===== src/cdw_pkg.sv =====
// package: register map, fields and timing for the card dma write sequencer
package cdw_pkg;
  // register word offsets (byte addresses)
  localparam logic [5:0] OFS_CTRL = 6'h00; // operation_control_reg
  localparam logic [5:0] OFS_DMA = 6'h04; // dma_control_reg
  localparam logic [5:0] OFS_BLKCNT = 6'h08; // block_count_reg
  localparam logic [5:0] OFS_CMDSTART = 6'h0C; // command_start_reg
  localparam logic [5:0] OFS_STATUS = 6'h10; // card_status_reg
  localparam logic [5:0] OFS_IFLAG = 6'h14; // event flags, write 1 clears
  localparam logic [5:0] OFS_IEN = 6'h18; // event enables
  localparam logic [5:0] OFS_FIFO = 6'h1C; // fifo data port
  localparam logic [5:0] OFS_CMD = 6'h20; // command word
  // operation_control_reg bits
  localparam int CTRL_DATA_TX_EN = 0;
  localparam int CTRL_SEQ_OFF = 1;
  localparam int CTRL_FIFO_CLR = 2;
  // dma_control_reg fields
  localparam int DMA_SET_LSB = 0; // 3-bit ready threshold select
  localparam int DMA_AUTO = 6;
  localparam int DMA_EN = 7;
  localparam logic [7:0] DMA_RESET = 8'h00;
  // card_status_reg bits
  localparam int ST_BUSY = 0;
  localparam int ST_DATA_BUSY = 1;
  localparam int ST_FIFO_EMPTY = 2;
  localparam int ST_FIFO_FULL = 3;
  localparam int ST_DMA_REQ = 4;
  // event flag bits
  localparam int EV_FIFO_EMPTY = 0;
  localparam int EV_FIFO_READY = 1;
  localparam int EV_DATA_RESP = 2;
  localparam int EV_BUSY_END = 3;
  localparam int EV_CRC_ERR = 4;
  localparam int EV_DATA_TMO = 5;
  localparam int EV_CMD_TMO = 6;
  localparam int EV_MBLK_DONE = 7;
  localparam int EV_CMD_DONE = 8;
  localparam int EV_NUM = 9;
  // timing
  localparam int STREAM_TAIL_CARD_CLKS = 24;
  localparam int CMD_BITS = 48;
  localparam int RESP_TMO_CARD_CLKS = 64;
  localparam int DATA_TMO_CARD_CLKS = 1024;
  localparam int CRC_STATUS_BITS = 5; // start, 3 status bits, end
endpackage


===== src/cdw_fifo.sv =====
// transmit fifo: flip-flop storage, synchronous clear, byte-wide push and pop
`timescale 1ns/10ps
module cdw_fifo #(
  parameter int DEPTH = 16,
  parameter int AW = 4
) (
  input wire logic clk_sys,
  input wire logic rst_n,
  input wire logic clr,
  input wire logic push,
  input wire logic [7:0] push_data,
  input wire logic pop,
  output logic [7:0] pop_data,
  output logic [AW:0] level,
  output logic empty,
  output logic full
);
  logic [7:0] mem_q [DEPTH];
  logic [AW:0] wp_q;
  logic [AW:0] rp_q;
  wire do_push = push && !full;
  wire do_pop = pop && !empty;

  // pointers; clear empties within one clock
  always_ff @(posedge clk_sys)
  begin
    if (!rst_n || clr)
    begin
      wp_q <= '0;
      rp_q <= '0;
    end
    else
    begin
      if (do_push) wp_q <= wp_q + 1'b1;
      if (do_pop) rp_q <= rp_q + 1'b1;
    end
  end

  // storage write
  always_ff @(posedge clk_sys)
  begin
    if (do_push) mem_q[wp_q[AW-1:0]] <= push_data;
  end

  assign pop_data = mem_q[rp_q[AW-1:0]];
  assign level = wp_q - rp_q;
  assign empty = (level == '0);
  assign full = (level == DEPTH[AW:0]);
endmodule


===== src/cdw_seq.sv =====
// card dma write sequencer: avalon registers, fifo fill, command and write data to card
`timescale 1ns/10ps
// Operation
// - ready flag past threshold; software sets enable
// - stream keeps sending after empty; wait 24
// - auto mode handles inter-block pauses in hardware
// - no command response raises timeout flag
// - auto end shown by busy, done flag
// - data errors flagged; software stops sequence
// - data busy bit after response; busy end flag
// - disabled event source never sets flag
module cdw_seq #(
  parameter int FIFO_DEPTH = 16,
  parameter int FIFO_AW = 4,
  parameter int BLOCK_BYTES = 8
) (
  input wire logic clk_sys,
  input wire logic rst_n,
  input wire logic [5:0] avs_address,
  input wire logic avs_read,
  input wire logic avs_write,
  input wire logic [31:0] avs_writedata,
  input wire logic [3:0] avs_byteenable,
  output logic [31:0] avs_readdata,
  output logic avs_waitrequest,
  output logic dma_req,
  input wire logic card_clk_in,
  output logic card_cmd_o,
  output logic card_cmd_oe_n,
  input wire logic card_cmd_i,
  output logic card_dat_o,
  output logic card_dat_oe_n,
  input wire logic card_dat_i
);
  localparam int EV_W = cdw_pkg::EV_NUM;
  typedef enum logic [3:0] {
    CDW_IDLE = 4'h0, CDW_CMD = 4'h1, CDW_RESP = 4'h2, CDW_WAIT = 4'h3,
    CDW_DSTART = 4'h4, CDW_DBITS = 4'h5, CDW_DSTOP = 4'h6, CDW_CRCST = 4'h7,
    CDW_BUSY = 4'h8, CDW_TAIL = 4'h9
  } cdw_state_t;

  cdw_state_t st_q;
  logic [7:0] dma_q;
  logic [15:0] blk_q;
  logic stream_q;
  logic [47:0] cmd_q;
  logic [EV_W-1:0] ien_q;
  logic [EV_W-1:0] flag_q;
  logic [2:0] ck_q;
  logic [2:0] cmdi_q;
  logic [2:0] dati_q;
  logic [10:0] cnt_q;
  logic [7:0] sh_q;
  logic [2:0] bit_q;
  logic [15:0] bytes_q;
  logic [31:0] rdata_q;
  logic ack_q;

  // sampled card clock and lines; change counts once stages 2 and 3 agree
  always_ff @(posedge clk_sys)
  begin
    if (!rst_n)
    begin
      ck_q <= '0;
      cmdi_q <= 3'h7;
      dati_q <= 3'h7;
    end
    else
    begin
      ck_q <= {ck_q[1:0], card_clk_in};
      cmdi_q <= {cmdi_q[1:0], card_cmd_i};
      dati_q <= {dati_q[1:0], card_dat_i};
    end
  end
  logic ck_lvl_q;
  always_ff @(posedge clk_sys)
  begin
    if (!rst_n) ck_lvl_q <= 1'b0;
    else if (ck_q[1] == ck_q[2]) ck_lvl_q <= ck_q[2];
  end
  wire ck_agree = (ck_q[1] == ck_q[2]);
  wire ck_fall = ck_agree && ck_lvl_q && !ck_q[2]; // drive outputs on falling edge
  wire ck_rise = ck_agree && !ck_lvl_q && ck_q[2]; // sample inputs on rising edge
  wire cmd_in = cmdi_q[2];
  wire dat_in = dati_q[2];

  // bus decode
  // writes land at the edge where waitrequest is low
  wire wr = avs_write && ack_q;
  wire sel_ctrl = wr && avs_address == cdw_pkg::OFS_CTRL && avs_byteenable[0];
  wire sel_dma = wr && avs_address == cdw_pkg::OFS_DMA && avs_byteenable[0];
  wire sel_blk = wr && avs_address == cdw_pkg::OFS_BLKCNT;
  wire sel_start = wr && avs_address == cdw_pkg::OFS_CMDSTART && avs_byteenable[0] && avs_writedata[0];
  wire sel_flag = wr && avs_address == cdw_pkg::OFS_IFLAG;
  wire sel_ien = wr && avs_address == cdw_pkg::OFS_IEN;
  wire sel_cmd = wr && avs_address == cdw_pkg::OFS_CMD;
  // fifo accepts writes that enable lane 0 but not all four lanes; a full word write is dropped
  wire sel_fifo = wr && avs_address == cdw_pkg::OFS_FIFO && avs_byteenable[0] && !(&avs_byteenable);
  wire seq_off = sel_ctrl && avs_writedata[cdw_pkg::CTRL_SEQ_OFF];
  wire fifo_clr = sel_ctrl && avs_writedata[cdw_pkg::CTRL_FIFO_CLR];
  wire tx_go = sel_ctrl && avs_writedata[cdw_pkg::CTRL_DATA_TX_EN];
  wire auto_on = dma_q[cdw_pkg::DMA_AUTO];

  // fifo, one byte per bus write
  logic [7:0] f_dout;
  logic [FIFO_AW:0] f_lvl;
  logic f_empty;
  logic f_full;
  logic f_pop;
  cdw_fifo #(.DEPTH(FIFO_DEPTH), .AW(FIFO_AW)) u_fifo (
    .clk_sys(clk_sys), .rst_n(rst_n), .clr(fifo_clr), .push(sel_fifo),
    .push_data(avs_writedata[7:0]), .pop(f_pop), .pop_data(f_dout),
    .level(f_lvl), .empty(f_empty), .full(f_full)
  );

  // ready threshold from set field: 2^set bytes, capped at depth
  function automatic logic [FIFO_AW:0] thresh(input logic [2:0] s);
    logic [7:0] t;
    t = 8'h01 << s;
    thresh = (t > FIFO_DEPTH[7:0]) ? FIFO_DEPTH[FIFO_AW:0] : t[FIFO_AW:0];
  endfunction
  wire fifo_ready = f_lvl > thresh(dma_q[2:0]);
  assign dma_req = dma_q[cdw_pkg::DMA_EN] && !f_full && !fifo_clr;

  // register writes
  always_ff @(posedge clk_sys)
  begin
    if (!rst_n)
    begin
      dma_q <= cdw_pkg::DMA_RESET;
      blk_q <= '0;
      ien_q <= '0;
      cmd_q <= '0;
      stream_q <= 1'b0;
    end
    else
    begin
      if (sel_dma) dma_q <= avs_writedata[7:0];
      if (sel_blk) blk_q <= avs_writedata[15:0];
      if (sel_ien) ien_q <= avs_writedata[EV_W-1:0];
      if (sel_cmd) cmd_q <= {avs_writedata[29:0], 18'h3FFFF};
      if (sel_start) stream_q <= avs_writedata[1];
      else if (st_q == CDW_WAIT && tx_go && auto_on && blk_q != '0) blk_q <= blk_q - 1'b1;
    end
  end

  // events raised by the sequencer
  logic [EV_W-1:0] ev;
  wire [EV_W-1:0] ev_en = ev & ien_q;
  wire [EV_W-1:0] ev_clr = sel_flag ? avs_writedata[EV_W-1:0] : '0;
  // sticky flags, set wins over a write-one clear
  always_ff @(posedge clk_sys)
  begin
    if (!rst_n) flag_q <= '0;
    else flag_q <= (flag_q & ~ev_clr) | ev_en;
  end

  // sequencer
  wire bit_done = (bit_q == 3'h7);
  assign f_pop = ck_fall && st_q == CDW_DBITS && bit_done;
  always_comb
  begin
    ev = '0;
    ev[cdw_pkg::EV_FIFO_EMPTY] = f_empty && st_q == CDW_DBITS;
    ev[cdw_pkg::EV_FIFO_READY] = fifo_ready;
    ev[cdw_pkg::EV_CMD_TMO] = st_q == CDW_RESP && ck_rise && cnt_q == 11'(cdw_pkg::RESP_TMO_CARD_CLKS);
    ev[cdw_pkg::EV_CMD_DONE] = st_q == CDW_CMD && ck_fall && cnt_q == 11'(cdw_pkg::CMD_BITS);
    ev[cdw_pkg::EV_DATA_TMO] = st_q == CDW_BUSY && ck_rise && cnt_q == 11'(cdw_pkg::DATA_TMO_CARD_CLKS);
    ev[cdw_pkg::EV_CRC_ERR] = st_q == CDW_CRCST && ck_rise && cnt_q == 11'h4 && sh_q[2:0] != 3'b010;
    ev[cdw_pkg::EV_DATA_RESP] = st_q == CDW_CRCST && ck_rise && cnt_q == 11'h4 && sh_q[2:0] == 3'b010;
    ev[cdw_pkg::EV_BUSY_END] = st_q == CDW_BUSY && ck_rise && dat_in;
    ev[cdw_pkg::EV_MBLK_DONE] = st_q == CDW_BUSY && ck_rise && dat_in && auto_on && blk_q == '0;
  end

  always_ff @(posedge clk_sys)
  begin
    if (!rst_n || seq_off)
    begin
      st_q <= CDW_IDLE;
      cnt_q <= '0;
      sh_q <= '0;
      bit_q <= '0;
      bytes_q <= '0;
      card_cmd_o <= 1'b1;
      card_dat_o <= 1'b1;
      card_cmd_oe_n <= 1'b1;
      card_dat_oe_n <= 1'b1;
    end
    else
    begin
      case (st_q)
        CDW_IDLE:
        begin
          cnt_q <= '0;
          if (sel_start) st_q <= CDW_CMD;
        end
        CDW_CMD: if (ck_fall)
        begin
          card_cmd_oe_n <= (cnt_q == 11'(cdw_pkg::CMD_BITS));
          card_cmd_o <= (cnt_q == 11'(cdw_pkg::CMD_BITS)) ? 1'b1 : cmd_q[6'(47 - cnt_q)]; // idle high after frame
          cnt_q <= cnt_q + 1'b1;
          if (cnt_q == 11'(cdw_pkg::CMD_BITS))
          begin
            cnt_q <= '0;
            st_q <= CDW_RESP;
          end
        end
        CDW_RESP: if (ck_rise)
        begin
          cnt_q <= cnt_q + 1'b1;
          if (!cmd_in) st_q <= CDW_WAIT; // response start bit seen
          else if (cnt_q == 11'(cdw_pkg::RESP_TMO_CARD_CLKS)) st_q <= CDW_IDLE;
        end
        // data only after enable; auto mode restarts each block itself
        CDW_WAIT: if (tx_go || (auto_on && fifo_ready && flag_q[cdw_pkg::EV_DATA_RESP] == 1'b0 && bytes_q != '0))
        begin
          bytes_q <= '0;
          st_q <= CDW_DSTART;
        end
        CDW_DSTART: if (ck_fall)
        begin
          card_dat_oe_n <= 1'b0;
          card_dat_o <= 1'b0;
          bit_q <= '0;
          st_q <= CDW_DBITS;
        end
        CDW_DBITS: if (ck_fall)
        begin
          card_dat_o <= stream_q && f_empty ? 1'b1 : f_dout[3'(7 - bit_q)];
          bit_q <= bit_q + 1'b1;
          if (bit_done)
          begin
            bytes_q <= bytes_q + 1'b1;
            if (!stream_q && bytes_q == 16'(BLOCK_BYTES - 1)) st_q <= CDW_DSTOP;
            else if (stream_q && f_empty)
            begin
              cnt_q <= '0;
              st_q <= CDW_TAIL;
            end
          end
        end
        CDW_DSTOP: if (ck_fall)
        begin
          card_dat_o <= 1'b1;
          card_dat_oe_n <= 1'b1;
          cnt_q <= '0;
          st_q <= CDW_CRCST;
        end
        CDW_CRCST: if (ck_rise)
        begin
          sh_q <= {sh_q[6:0], dat_in};
          if (cnt_q != '0 || !dat_in) cnt_q <= cnt_q + 1'b1;
          if (cnt_q == 11'h4)
          begin
            cnt_q <= '0;
            st_q <= CDW_BUSY;
          end
        end
        CDW_BUSY: if (ck_rise)
        begin
          cnt_q <= cnt_q + 1'b1;
          if (dat_in) st_q <= (auto_on && blk_q != '0) ? CDW_WAIT : CDW_IDLE;
          else if (cnt_q == 11'(cdw_pkg::DATA_TMO_CARD_CLKS)) st_q <= CDW_IDLE;
        end
        CDW_TAIL: if (ck_fall)
        begin
          card_dat_o <= 1'b1;
          cnt_q <= cnt_q + 1'b1;
          if (cnt_q == 11'(cdw_pkg::STREAM_TAIL_CARD_CLKS)) card_dat_oe_n <= 1'b1;
        end
        default: st_q <= CDW_IDLE;
      endcase
    end
  end

  // status word
  wire [31:0] status_w = {27'h0, dma_req, f_full, f_empty,
    st_q == CDW_BUSY && !dat_in, st_q != CDW_IDLE};
  wire [31:0] rd_mux =
    avs_address == cdw_pkg::OFS_CTRL ? 32'h0 :
    avs_address == cdw_pkg::OFS_DMA ? {24'h0, dma_q} :
    avs_address == cdw_pkg::OFS_BLKCNT ? {16'h0, blk_q} :
    avs_address == cdw_pkg::OFS_STATUS ? status_w :
    avs_address == cdw_pkg::OFS_IFLAG ? {{(32-EV_W){1'b0}}, flag_q} :
    avs_address == cdw_pkg::OFS_IEN ? {{(32-EV_W){1'b0}}, ien_q} :
    avs_address == cdw_pkg::OFS_FIFO ? {{(31-FIFO_AW){1'b0}}, f_lvl} : 32'h0;

  // one wait cycle per access, then answer
  always_ff @(posedge clk_sys)
  begin
    if (!rst_n)
    begin
      ack_q <= 1'b0;
      rdata_q <= '0;
    end
    else
    begin
      ack_q <= (avs_read || avs_write) && !ack_q;
      if (avs_read && !ack_q) rdata_q <= rd_mux;
    end
  end
  assign avs_waitrequest = (avs_read || avs_write) && !ack_q;
  assign avs_readdata = rdata_q;
endmodule


===== config.mk =====
export PLATFORM = sky130hd
export DESIGN_NAME = cdw_seq
export DESIGN_NICKNAME = d
export VERILOG_FILES = /design/src/cdw_pkg.sv /design/src/cdw_fifo.sv /design/src/cdw_seq.sv
export SDC_FILE = /design/constraint.sdc
export NUM_CORES = 1
export LEC_CHECK = 0
export BUFFER_PORTS_ARGS = -buffer_cell sky130_fd_sc_hd__buf_2
export CAP_MARGIN = 10
export CORE_ASPECT_RATIO = 1.1
export CORE_MARGIN = 4
export CORE_UTILIZATION = 40
export CTS_BUF_LIST = sky130_fd_sc_hd__clkbuf_16
export DETAILED_ROUTE_END_ITERATION = 8
export SETUP_SLACK_MARGIN = 0.3
export SKIP_CTS_REPAIR_TIMING = 1
export SYNTH_ARGS = -nofsm -noshare
export SYNTH_HDL_FRONTEND = slang
export SYNTH_SLANG_ARGS = --single-unit

===== constraint.sdc =====
create_clock -name clk_sys -period 5 [get_ports clk_sys]
set_input_delay 0.5 -clock clk_sys [delete_from_list [all_inputs] [get_ports clk_sys]]
set_output_delay 0.5 -clock clk_sys [all_outputs]
set_load 0.02 [all_outputs]

==> results of run 1 <==
==> sequential cells by signal, summed over array words and instances (netlist names), 3 cells and up, named ones only <==
name	flops
u_fifo.mem_q	128
cmd_q	31
avs_readdata	16
blk_q	16
bytes_q	16
cnt_q	11
flag_q	9
ien_q	9
dma_q	8
u_fifo.rp_q	5
u_fifo.wp_q	5
st_q	4
bit_q	3
ck_q	3
cmdi_q	3
dati_q	3
sh_q	3
==> cell type report <==
type | count | share of cell area
flip-flops and latches | 284 | 0.472
multi-input cells | 862 | 0.391
clock buffers | 29 | 0.0491
well taps | 426 | 0.0361
repair buffers | 84 | 0.0320
clock inverters | 22 | 0.0114
inverters | 33 | 0.00839
==> how the worst min path moves through the flow <==
stage | start | slack (ns) | cells past startpoint | to
6_report | card_dat_i | 0.13 | 2 | dati_q[0]$_SDFF_PN1_
5_1_grt | card_cmd_i | 0.12 | 2 | cmdi_q[0]$_SDFF_PN1_
4_1_cts | card_dat_i | 0.11 | 2 | dati_q[0]$_SDFF_PN1_
3_5_place_dp | dati_q[1]$_SDFF_PN1_ | 0.39 | 1 | dati_q[2]$_SDFF_PN1_
3_3_place_gp | cmdi_q[1]$_SDFF_PN1_ | 0.39 | 1 | cmdi_q[2]$_SDFF_PN1_
2_1_floorplan | cmdi_q[0]$_SDFF_PN1_ | 0.39 | 1 | cmdi_q[1]$_SDFF_PN1_
==> routing by layer <==
| metal | part of all wire | GRT usage | vias up | wire [um] |
|---|---|---|---|---|
| li1 | - | - | 4674 | - |
| met1 | 0.44 | 0.251 | 4759 | 14600 |
| met2 | 0.48 | 0.306 | 325 | 16000 |
| met3 | 0.057 | 0.0236 | 58 | 1910 |
| met4 | 0.027 | 0.0514 | 0 | 892 |
| met5 | 0 | 0 | - | 0 |
==> worst max-delay path: cells and delay by family (launching register included) <==
family                     cells  cell delay (ns)
AOI/OAI and AO/OA              6             1.41
adders and majority gates      3             1.01
buffers and inverters          3             0.51
and+or+nand+nor                2             0.44
DFF                            1             0.36
xor gates and xnor gates       1             0.21
muxes                          1             0.21
==> where the power goes <==
part	internal (uW)	switching (uW)
registers	2440	76.8
clock network	1160	903
logic	183	308
total	3780	1290
==> synth_stat cells, types with 3 or more instances <==
cell	n
o31ai_1	5
a211oi_1	12
buf_2	3
or4_1	3
nand4_1	11
mux4_2	40
a22o_1	3
and2_1	9
xnor2_1	11
a22oi_1	32
nor2_1	108
a31oi_1	4
or3_1	9
edfxtp_1	128
mux2i_1	35
o41ai_1	3
buf_4	16
buf_1	9
a221oi_1	3
o21ai_0	36
o211ai_1	5
nor3_1	29
and3_1	15
ha_1	25
nor3b_1	5
dfxtp_1	156
nand3b_1	16
clkbuf_1	63
nor2b_1	9
nand3_1	59
nand2_1	142
a31o_2	4
a21oi_1	112
nor4_1	14
a32oi_1	11
a21o_1	4
nand2b_1	20
o21a_1	3
inv_1	33
xor2_1	5
==> logic make-up (layout without fill, tap and decap cells) <==
group | after synthesis | after routing
other | 1 | 16
and+or+nand+nor | 467 | 467
AOI/OAI and AO/OA | 260 | 260
xor gates and xnor gates | 16 | 16
buffers and inverters | 126 | 168
adders and majority gates | 26 | 26
muxes | 77 | 77
DFF | 284 | 284
==> stage by stage <==
step           setup WS (ns)  instances  utilization  area (um2)  hold WS (ns)
2_1_floorplan           1.38       1272            -       13300         0.386
3_3_place_gp           0.746       1689        0.427       13900         0.393
3_5_place_dp           0.621       1689        0.427       13900         0.393
4_1_cts                0.585       1740        0.455       14800         0.112
5_1_grt                0.406       1740        0.455       14800         0.122
6_report               0.765       1740        0.455       14800         0.131
==> flow_summary.yaml, run 1 <==
floorplan:
  io_pins: 87
  die_h_um: 199
  num_rows: 69
  start_util: 0.407
  core_um2: 32500
  die_width_um: 181
  die-area_um2: 36000
cts:
  cts_tree: "built"
  clock_path_buffers: 3
  cts.sinks: 284
  htreeDepth: 1
  numCtsBuffers: 29
  root_buffer: "clkbuf_16"
  clkTransAtPathRegs_ns: 0.07
  clock_latency_ns: 0.56
min_path:
  hold_class: "in -> reg"
synthesis:
  synth_area_leaders: "edfxtp_1 (29%), dfxtp_1 (24%), mux4_2 (6.8%), a21oi_1 (4.2%), nand2_1 (4.0%)"
  yosysWarnings: 0
  synth-async-reset-ratio: 0
  synth_area_per_cell_um2: 10.5
  ys_types: 75
  syn_area_um2: 13200
  yosys-mux-area-fraction: 0.0964
  synth_edf_count: 128
  synth_top_cell_by_area: "edfxtp_1"
  yosys.area_share.adder: 0.0252
  synth_seq_area_share: 0.527
  synth-seq-cells: 284
  synth-xor-area-share: 0.0106
  synth-compound-area-share: 0.126
  synth_top_family_by_area: "simple AND/OR/NAND/NOR gates"
  synthSimpleGateAreaFrac: 0.173
  syn_inst: 1257
  synth.top_cell.area_share: 0.291
  synth_ff_type: "dfxtp_1"
timing:
  max_slew_margin: 0.256
  fin_crit_sh: 0.847
  max_freq_mhz: 236
  skew_ns: 0.0193
  min_period_ns: 4.23
  hold_violations: 0
  setup_tns_ns: 0
  tightest_slew_ns: 1.11
  drv_slew: 0
  rsz0062_at_grt: "no"
  finalSetupViolations: 0
worst_setup_path:
  critPathLaunch: "u_fifo.wp_q[0]$_SDFFE_PP0P_"
  ff2ff_setup_slack_ns: 0.77
  critPathLaunchType: "register"
  cp_slowest_stage_delay_ns: 0.45
  endpoint_kind: "register"
  cp_cell_sequence: "inv_1, ha_1, inv_1, fa_1, a21o_1, a21oi_1, xnor2_1, ha_1, nand3_1, a21oi_1, o22ai_1, o41ai_2, nand3_2, buf_4, a211oi_1, mux2i_1"
  cp-endpoint: "bytes_q[14]$_SDFFE_PP0P_"
  slowest_stage: "fa_1"
  arrival_ns: 4.72
  rr_worst_depth: 16
  crit_required_ns: 5.48
  rr_endpoint: "bytes_q[14]$_SDFFE_PP0P_"
  crit_fanout: 24
  crit_type: "reg -> reg"
  r2r_start: "u_fifo.wp_q[0]$_SDFFE_PP0P_"
power:
  p_leak_uw: 0.00491
  peakVddDrop_mv: 0.293
  p_per_area_nw_per_um2: 343
  total_power_uw: 5070
detailed_routing:
  viasPerCell: 5.64
  drcViolationCount: 0
  detail-route-antenna-nets: 0
  drt_iter0_drc: 620
  drt_wl_total_um: 33400
  dr.pass1.iters: 6
  via_count: 9816
  wire_per_inst_um: 19.2
layout:
  final_cell_mix: "dfxtp_1 (155), nand2_1 (142), edfxtp_1 (128)"
  multiInputGateArea_um2: 5780
  final_common_cell: "dfxtp_1"
  fillers: 3062
  drive_gt1_frac: 0.145
  seq_area_um2: 6970
  nets: 1369
  antenna-diode-count: 0
  area_growth_pct: 11.8
placed_design:
  numPortBuffers: 68
  place_congestion: 0.856
  place_hpwl_um: 22900
grt:
  grt_usage: 0.182
  grt_overflow: 0
  grt_pass1_wl_um: 53200
  grt_max_degree: 74
  antenna_found_initial: 0
  grt_pass1_vias: 9526
run:
  max-cap-violations: 0
run_status:
  status: "complete, no violations"
Power figures use the tool's default switching activity.
==> run 2, diff against run 1 <==
ABC_AREA = 1   (was default)
clock period = 3.8 ns   (was 5 ns; I/O delays follow)
==> run 2 against run 1 <==
  * Cell area grew 5.0%
  * Register-to-register slack worse by 0.24 ns
  * Critical path depth increased by 2
  * Setup slack got worse by 0.24 ns
  * Hold slack lost 0.093 ns
  * Sequential share of layout area fell by 2.3 points
  * Via count up 17%
  * Power rose by 36%
  * Synthesized cell count increased by 35%
  * Critical path type unchanged
  * Highest routed layer is now met5
==> flow_summary.yaml, run 2 <==
synthesis:
  synth_area_per_cell_um2: 8.13
  synth_ff_type: "dfxtp_1"
  synth_seq_area_share: 0.504
  synthTopCellsByCount: "nand2_1 (399), nand3_1 (184), dfxtp_1 (156), nor2_1 (146), a21oi_1 (132)"
  ys_types: 52
  synth_top_cell_by_area: "edfxtp_1"
  synth.top_cell.area_share: 0.278
  yosysMostFrequentCell: "nand2_1"
  yosysWarnings: 0
  syn_inst: 1699
  synth_edf_count: 128
  syn_area_um2: 13800
  synth-async-reset-ratio: 0
  synth-seq-cells: 284
  synth_area_leaders: "edfxtp_1 (28%), dfxtp_1 (23%), nand2_1 (11%), nand3_1 (6.7%), a21oi_1 (4.8%)"
layout:
  antenna-diode-count: 0
  drive_gt1_frac: 0.109
  largest_reg_flops: 128
  fillers: 3377
  area_growth_pct: 12.3
  final_common_cell: "nand2_1"
  final_cell_count_no_fill: 2218
  final_cell_mix: "nand2_1 (399), nand3_1 (184), dfxtp_1 (155)"
  nets: 1831
grt:
  grt_overflow: 0
  grt_pass1_vias: 11200
  grt_most_used_layer: "met2"
  grt_pass1_wl_um: 57700
  gr-usage-met1: 0.234
  grt_usage: 0.190
  grt_use_met3: 0.0287
  antenna_found_initial: 2
  grt_max_degree: 65
  gr-usage-met2: 0.332
timing:
  fin_crit_sh: 0.863
  finalSetupViolations: 0
  drv_slew: 0
  tightest_slew_ns: 1.14
  setup_tns_ns: 0
  rsz0062_at_grt: "no"
  max_slew_margin: 0.239
  skew_ns: 0.0230
  max_freq_mhz: 305
  hold_violations: 0
  min_period_ns: 3.28
cts:
  root_buffer: "clkbuf_16"
  cts.sinks: 284
  numCtsBuffers: 30
  clock_latency_ns: 0.58
  clkTransAtPathRegs_ns: 0.06
  clock_path_buffers: 3
  htreeDepth: 1
  cts_tree: "built"
worst_setup_path:
  crit_required_ns: 4.23
  rr_worst_depth: 18
  critPathLaunchType: "register"
  crit_fanout: 16
  cp_slowest_stage_delay_ns: 0.45
  endpoint_kind: "register"
  critPathLaunch: "u_fifo.wp_q[0]$_SDFFE_PP0P_"
  cp-endpoint: "bytes_q[13]$_SDFFE_PP0P_"
  slowest_stage: "fa_1"
  rr_endpoint: "bytes_q[13]$_SDFFE_PP0P_"
  ff2ff_setup_slack_ns: 0.52
  r2r_start: "u_fifo.wp_q[0]$_SDFFE_PP0P_"
  arrival_ns: 3.71
  cp_cell_sequence: "inv_1, ha_1, inv_1, fa_1, nand3_1, nand2_1, xor2_2, ha_1, nand2_1, inv_1, nand3_1, o211ai_1, nand4_1, nand2_1, nand2_2, buf_4, nand3_1, a21oi_1"
  crit_type: "reg -> reg"
detailed_routing:
  wire_per_inst_um: 16.3
  via_count: 11500
  detail-route-antenna-nets: 0
  drt_wl_total_um: 36200
  dr.pass1.iters: 5
  drt_iter0_drc: 704
  drcViolationCount: 0
  viasPerCell: 5.19
run_status:
  status: "complete, no violations"
placed_design:
  place_hpwl_um: 25200
  dp_cells: 2159
  place_congestion: 0.893
  numPortBuffers: 68
floorplan:
  die_h_um: 203
  start_util: 0.405
  die_width_um: 185
  io_pins: 87
  num_rows: 71
  die-area_um2: 37600
  core_um2: 34100
power:
  p_leak_uw: 0.00606
  total_power_uw: 6870
  peakVddDrop_mv: 0.296
  p_per_area_nw_per_um2: 443
run:
  max-cap-violations: 0
min_path:
  hold_class: "in -> reg"
## run 2: how the worst min path moves through the flow
stage | from | end | slack [ns] | cells past startpoint
final | avs_writedata[25] | cmd_q[43]$_SDFFE_PN0P_ | 0.04 | 3
after global routing | avs_writedata[21] | cmd_q[39]$_SDFFE_PN0P_ | 0.03 | 3
after CTS | card_dat_i | dati_q[0]$_SDFF_PN1_ | -0.03 | 2
after detailed placement | ck_q[0]$_SDFF_PN0_ | ck_q[1]$_SDFF_PN0_ | 0.40 | 2
after global placement | cmdi_q[0]$_SDFF_PN1_ | cmdi_q[1]$_SDFF_PN1_ | 0.40 | 1
after floorplan | ck_q[0]$_SDFF_PN0_ | ck_q[1]$_SDFF_PN0_ | 0.39 | 2
## run 2: kinds of logic after synthesis
kind of cell,count (synthesis),share of synthesized area
fa+ha+maj,26,0.0241
buf+inv,223,0.0681
flops,284,0.504
other cells,1,0.000271
xor+xnor,29,0.0189
simple gates,827,0.265
compound gates,309,0.119
## run 2: stage by stage
stage          hold slack, ns  utilization  cell area, um2  setup WS, ns
6_report               0.0380        0.455           15500         0.522
4_1_cts               -0.0262        0.454           15500         0.500
3_3_place_gp            0.396        0.425           14500         0.672
2_1_floorplan           0.390            -           13900         0.955
3_5_place_dp            0.400        0.425           14500         0.558
5_1_grt                0.0317        0.455           15500         0.273
## run 2: worst max-delay path: cells and delay by family, from the launching register on
kind	cells	cell delay, ns
simple gates	8	0.81
xor+xnor	1	0.19
compound gates	2	0.31
fa+ha+maj	3	0.94
flops	1	0.35
buf+inv	4	0.52
## run 2: power by group
group	internal (uW)	leakage, uW	switching [uW]	total (uW)
clock	1640	0.000499	1220	2870
combinational	216	0.00316	542	758
sequential	3220	0.00241	29.9	3250
## run 2: layout make-up
type                       count  area (um2)  share of cell area
multi-input combinational   1207        5980               0.385
inverter                     146         552              0.0356
clock buffer                  30         751              0.0484
tap                          438         548              0.0353
sequential                   284        6970               0.449
clock inverter                26         225              0.0145
timing repair buffer          87         490              0.0316
## run 2: routing by layer
layer,vias to the layer above,part of all wire
met5,-,0.00083
met4,4,0.040
met3,92,0.053
met2,301,0.49
met1,5274,0.41
li1,5833,-
==> run 3, diff against run 2 <==
CORE_MARGIN = default   (was 4)
CORE_UTILIZATION = 50   (was 40)
PLACE_DENSITY = 0.7   (was default)
==> run 3 against run 2 <==
  * First-iteration DRC count is 38% higher
  * Sequential cell count stayed put
  * Sequential share of layout area is 0.61 points higher
  * Setup slack better by 0.034 ns
  * Critical path type unchanged
  * Non-clock buffer count is 5 lower
  * Cell area is 1.3% lower
  * Power is 4.7% lower
  * Combinational power is 0.9% lower
  * Wire length is 4.1% lower
  * Global-route usage is 5.4 points higher
  * Critical path depth is 1 lower
  * Die area is 25% lower
==> flow_summary.yaml, run 3 (synthesis results as in run 2) <==
run_status:
  status: "complete, no violations"
placed_design:
  place_hpwl_um: 23500
  numPortBuffers: 68
  placed_area_um2: 14400
  place_congestion: 0.878
grt:
  antenna_found_initial: 0
  grt_pass1_vias: 10900
  grt_overflow: 0
  grt_usage: 0.244
  grt_pass1_wl_um: 55200
  grt_max_degree: 65
detailed_routing:
  drcViolationCount: 0
  drt_iter0_drc: 972
  drt_wl_total_um: 34700
  dr.pass1.iters: 5
  detail-route-antenna-nets: 0
  viasPerCell: 5.50
  wire_per_inst_um: 16.3
  via_count: 11700
worst_setup_path:
  crit_fanout: 8
  cp_slowest_stage_delay_ns: 0.45
  slowest_stage: "fa_1"
  critPathLaunchType: "register"
  cp_cell_sequence: "ha_1, inv_1, fa_1, nand3_1, nand2_1, xor2_2, ha_1, nand2_1, inv_1, nand3_1, o211ai_1, nand4_1, nand2_4, nand2_8, nand2_4, nand3_1, a21oi_1"
  endpoint_kind: "register"
  r2r_start: "u_fifo.rp_q[0]$_SDFFE_PP0P_"
  crit_required_ns: 4.28
  crit_type: "reg -> reg"
  cpMostUsedCell: "nand3_1"
  arrival_ns: 3.72
  critPathLaunch: "u_fifo.rp_q[0]$_SDFFE_PP0P_"
floorplan:
  io_pins: 87
  core_um2: 27000
  start_util: 0.511
  die_width_um: 161
  die_h_um: 176
  num_rows: 63
  die-area_um2: 28300
cts:
  clock_path_buffers: 3
  numCtsBuffers: 28
  htreeDepth: 1
  cts.sinks: 284
  clock_latency_ns: 0.56
  clkTransAtPathRegs_ns: 0.06
  cts_tree: "built"
  root_buffer: "clkbuf_16"
timing:
  fin_crit_sh: 0.854
  max_freq_mhz: 308
  hold_violations: 0
  min_period_ns: 3.24
  drv_slew: 0
  max_slew_margin: 0.190
  skew_ns: 0.0172
  setup_tns_ns: 0
  rsz0062_at_grt: "no"
  finalSetupViolations: 0
  tightest_slew_ns: 1.21
layout:
  antenna-diode-count: 0
  nets: 1827
  area_growth_pct: 10.8
  fin_area_um2: 15300
  fillers: 2470
  drive_gt1_frac: 0.107
  largest_reg_flops: 128
  final_cell_mix: "nand2_1 (398), nand3_1 (184), dfxtp_1 (154)"
  utilization: 0.566
  final_common_cell: "nand2_1"
min_path:
  min_from: "card_dat_i"
  hold_class: "in -> reg"
power:
  p_per_area_nw_per_um2: 428
  total_power_uw: 6550
  peakVddDrop_mv: 0.346
  p_leak_uw: 0.00601
run:
  max-cap-violations: 0
run 3: cell count changes in the layout (fill, tap and decap cells not counted), moves of 3 or more:
| cell | change |
|---|---|
| nand2_4 | +3 |
| clkinv_1 | +4 |
| dlygate4sd3_1 | -3 |
| clkinv_2 | -6 |
| buf_4 | -3 |
run 3: worst paths after layout:
path	to	slack, ns	cells after the start
hold / removal	dati_q[0]$_SDFF_PN1_	0.02	2
setup reg to reg	bytes_q[1]$_SDFFE_PP0P_	0.56	17
setup / recovery	bytes_q[1]$_SDFFE_PP0P_	0.56	17
hold reg to reg	cmdi_q[2]$_SDFF_PN1_	0.40	1
run 3: metal layers:
metal	vias up	wire, um	share of wire	global-route usage
met4	0	1510	0.044	0.112
li1	5813	-	-	-
met5	-	0	0	0
met3	100	1560	0.045	0.0265
met2	369	17300	0.50	0.435
met1	5425	14400	0.41	0.295
run 3: area by class of cell:
| class | count | area (um2) | area share |
|---|---|---|---|
| Sequential cell | 284 | 6970 | 0.455 |
| Multi-Input combinational cell | 1210 | 6040 | 0.395 |
| Clock buffer | 28 | 701 | 0.0458 |
| Inverter | 146 | 552 | 0.0360 |
| Timing Repair Buffer | 82 | 458 | 0.0299 |
| Tap cell | 357 | 447 | 0.0292 |
| Clock inverter | 23 | 139 | 0.00907 |
run 3: worst max-delay path, delay by kind of cell, from the launching register on:
kind	cells	cell delay, ns
buffers and inverters	2	0.13
flip-flops	1	0.40
AND/OR/NAND/NOR	9	1.09
AO/OA/AOI/OAI	2	0.41
XOR/XNOR	1	0.19
adder cells (fa/ha/maj)	3	0.94
run 3: power breakdown:
| group | leakage, uW | internal, uW | switching (uW) |
|---|---|---|---|
| registers | 0.00241 | 3220 | 30.2 |
| clock network | 0.000425 | 1400 | 1150 |
| logic | 0.00317 | 212 | 539 |
run 3: through the flow:
stage / setup WS, ns / instances / hold slack (ns)
final: 0.556 / 2130 / 0.0206
after global routing: 0.329 / 2130 / 0.00900
after CTS: 0.278 / 2124 / 0.00288
after detailed placement: 0.302 / 2073 / 0.397
after global placement: 0.477 / 2073 / 0.396
after floorplan: 0.955 / 1714 / 0.390
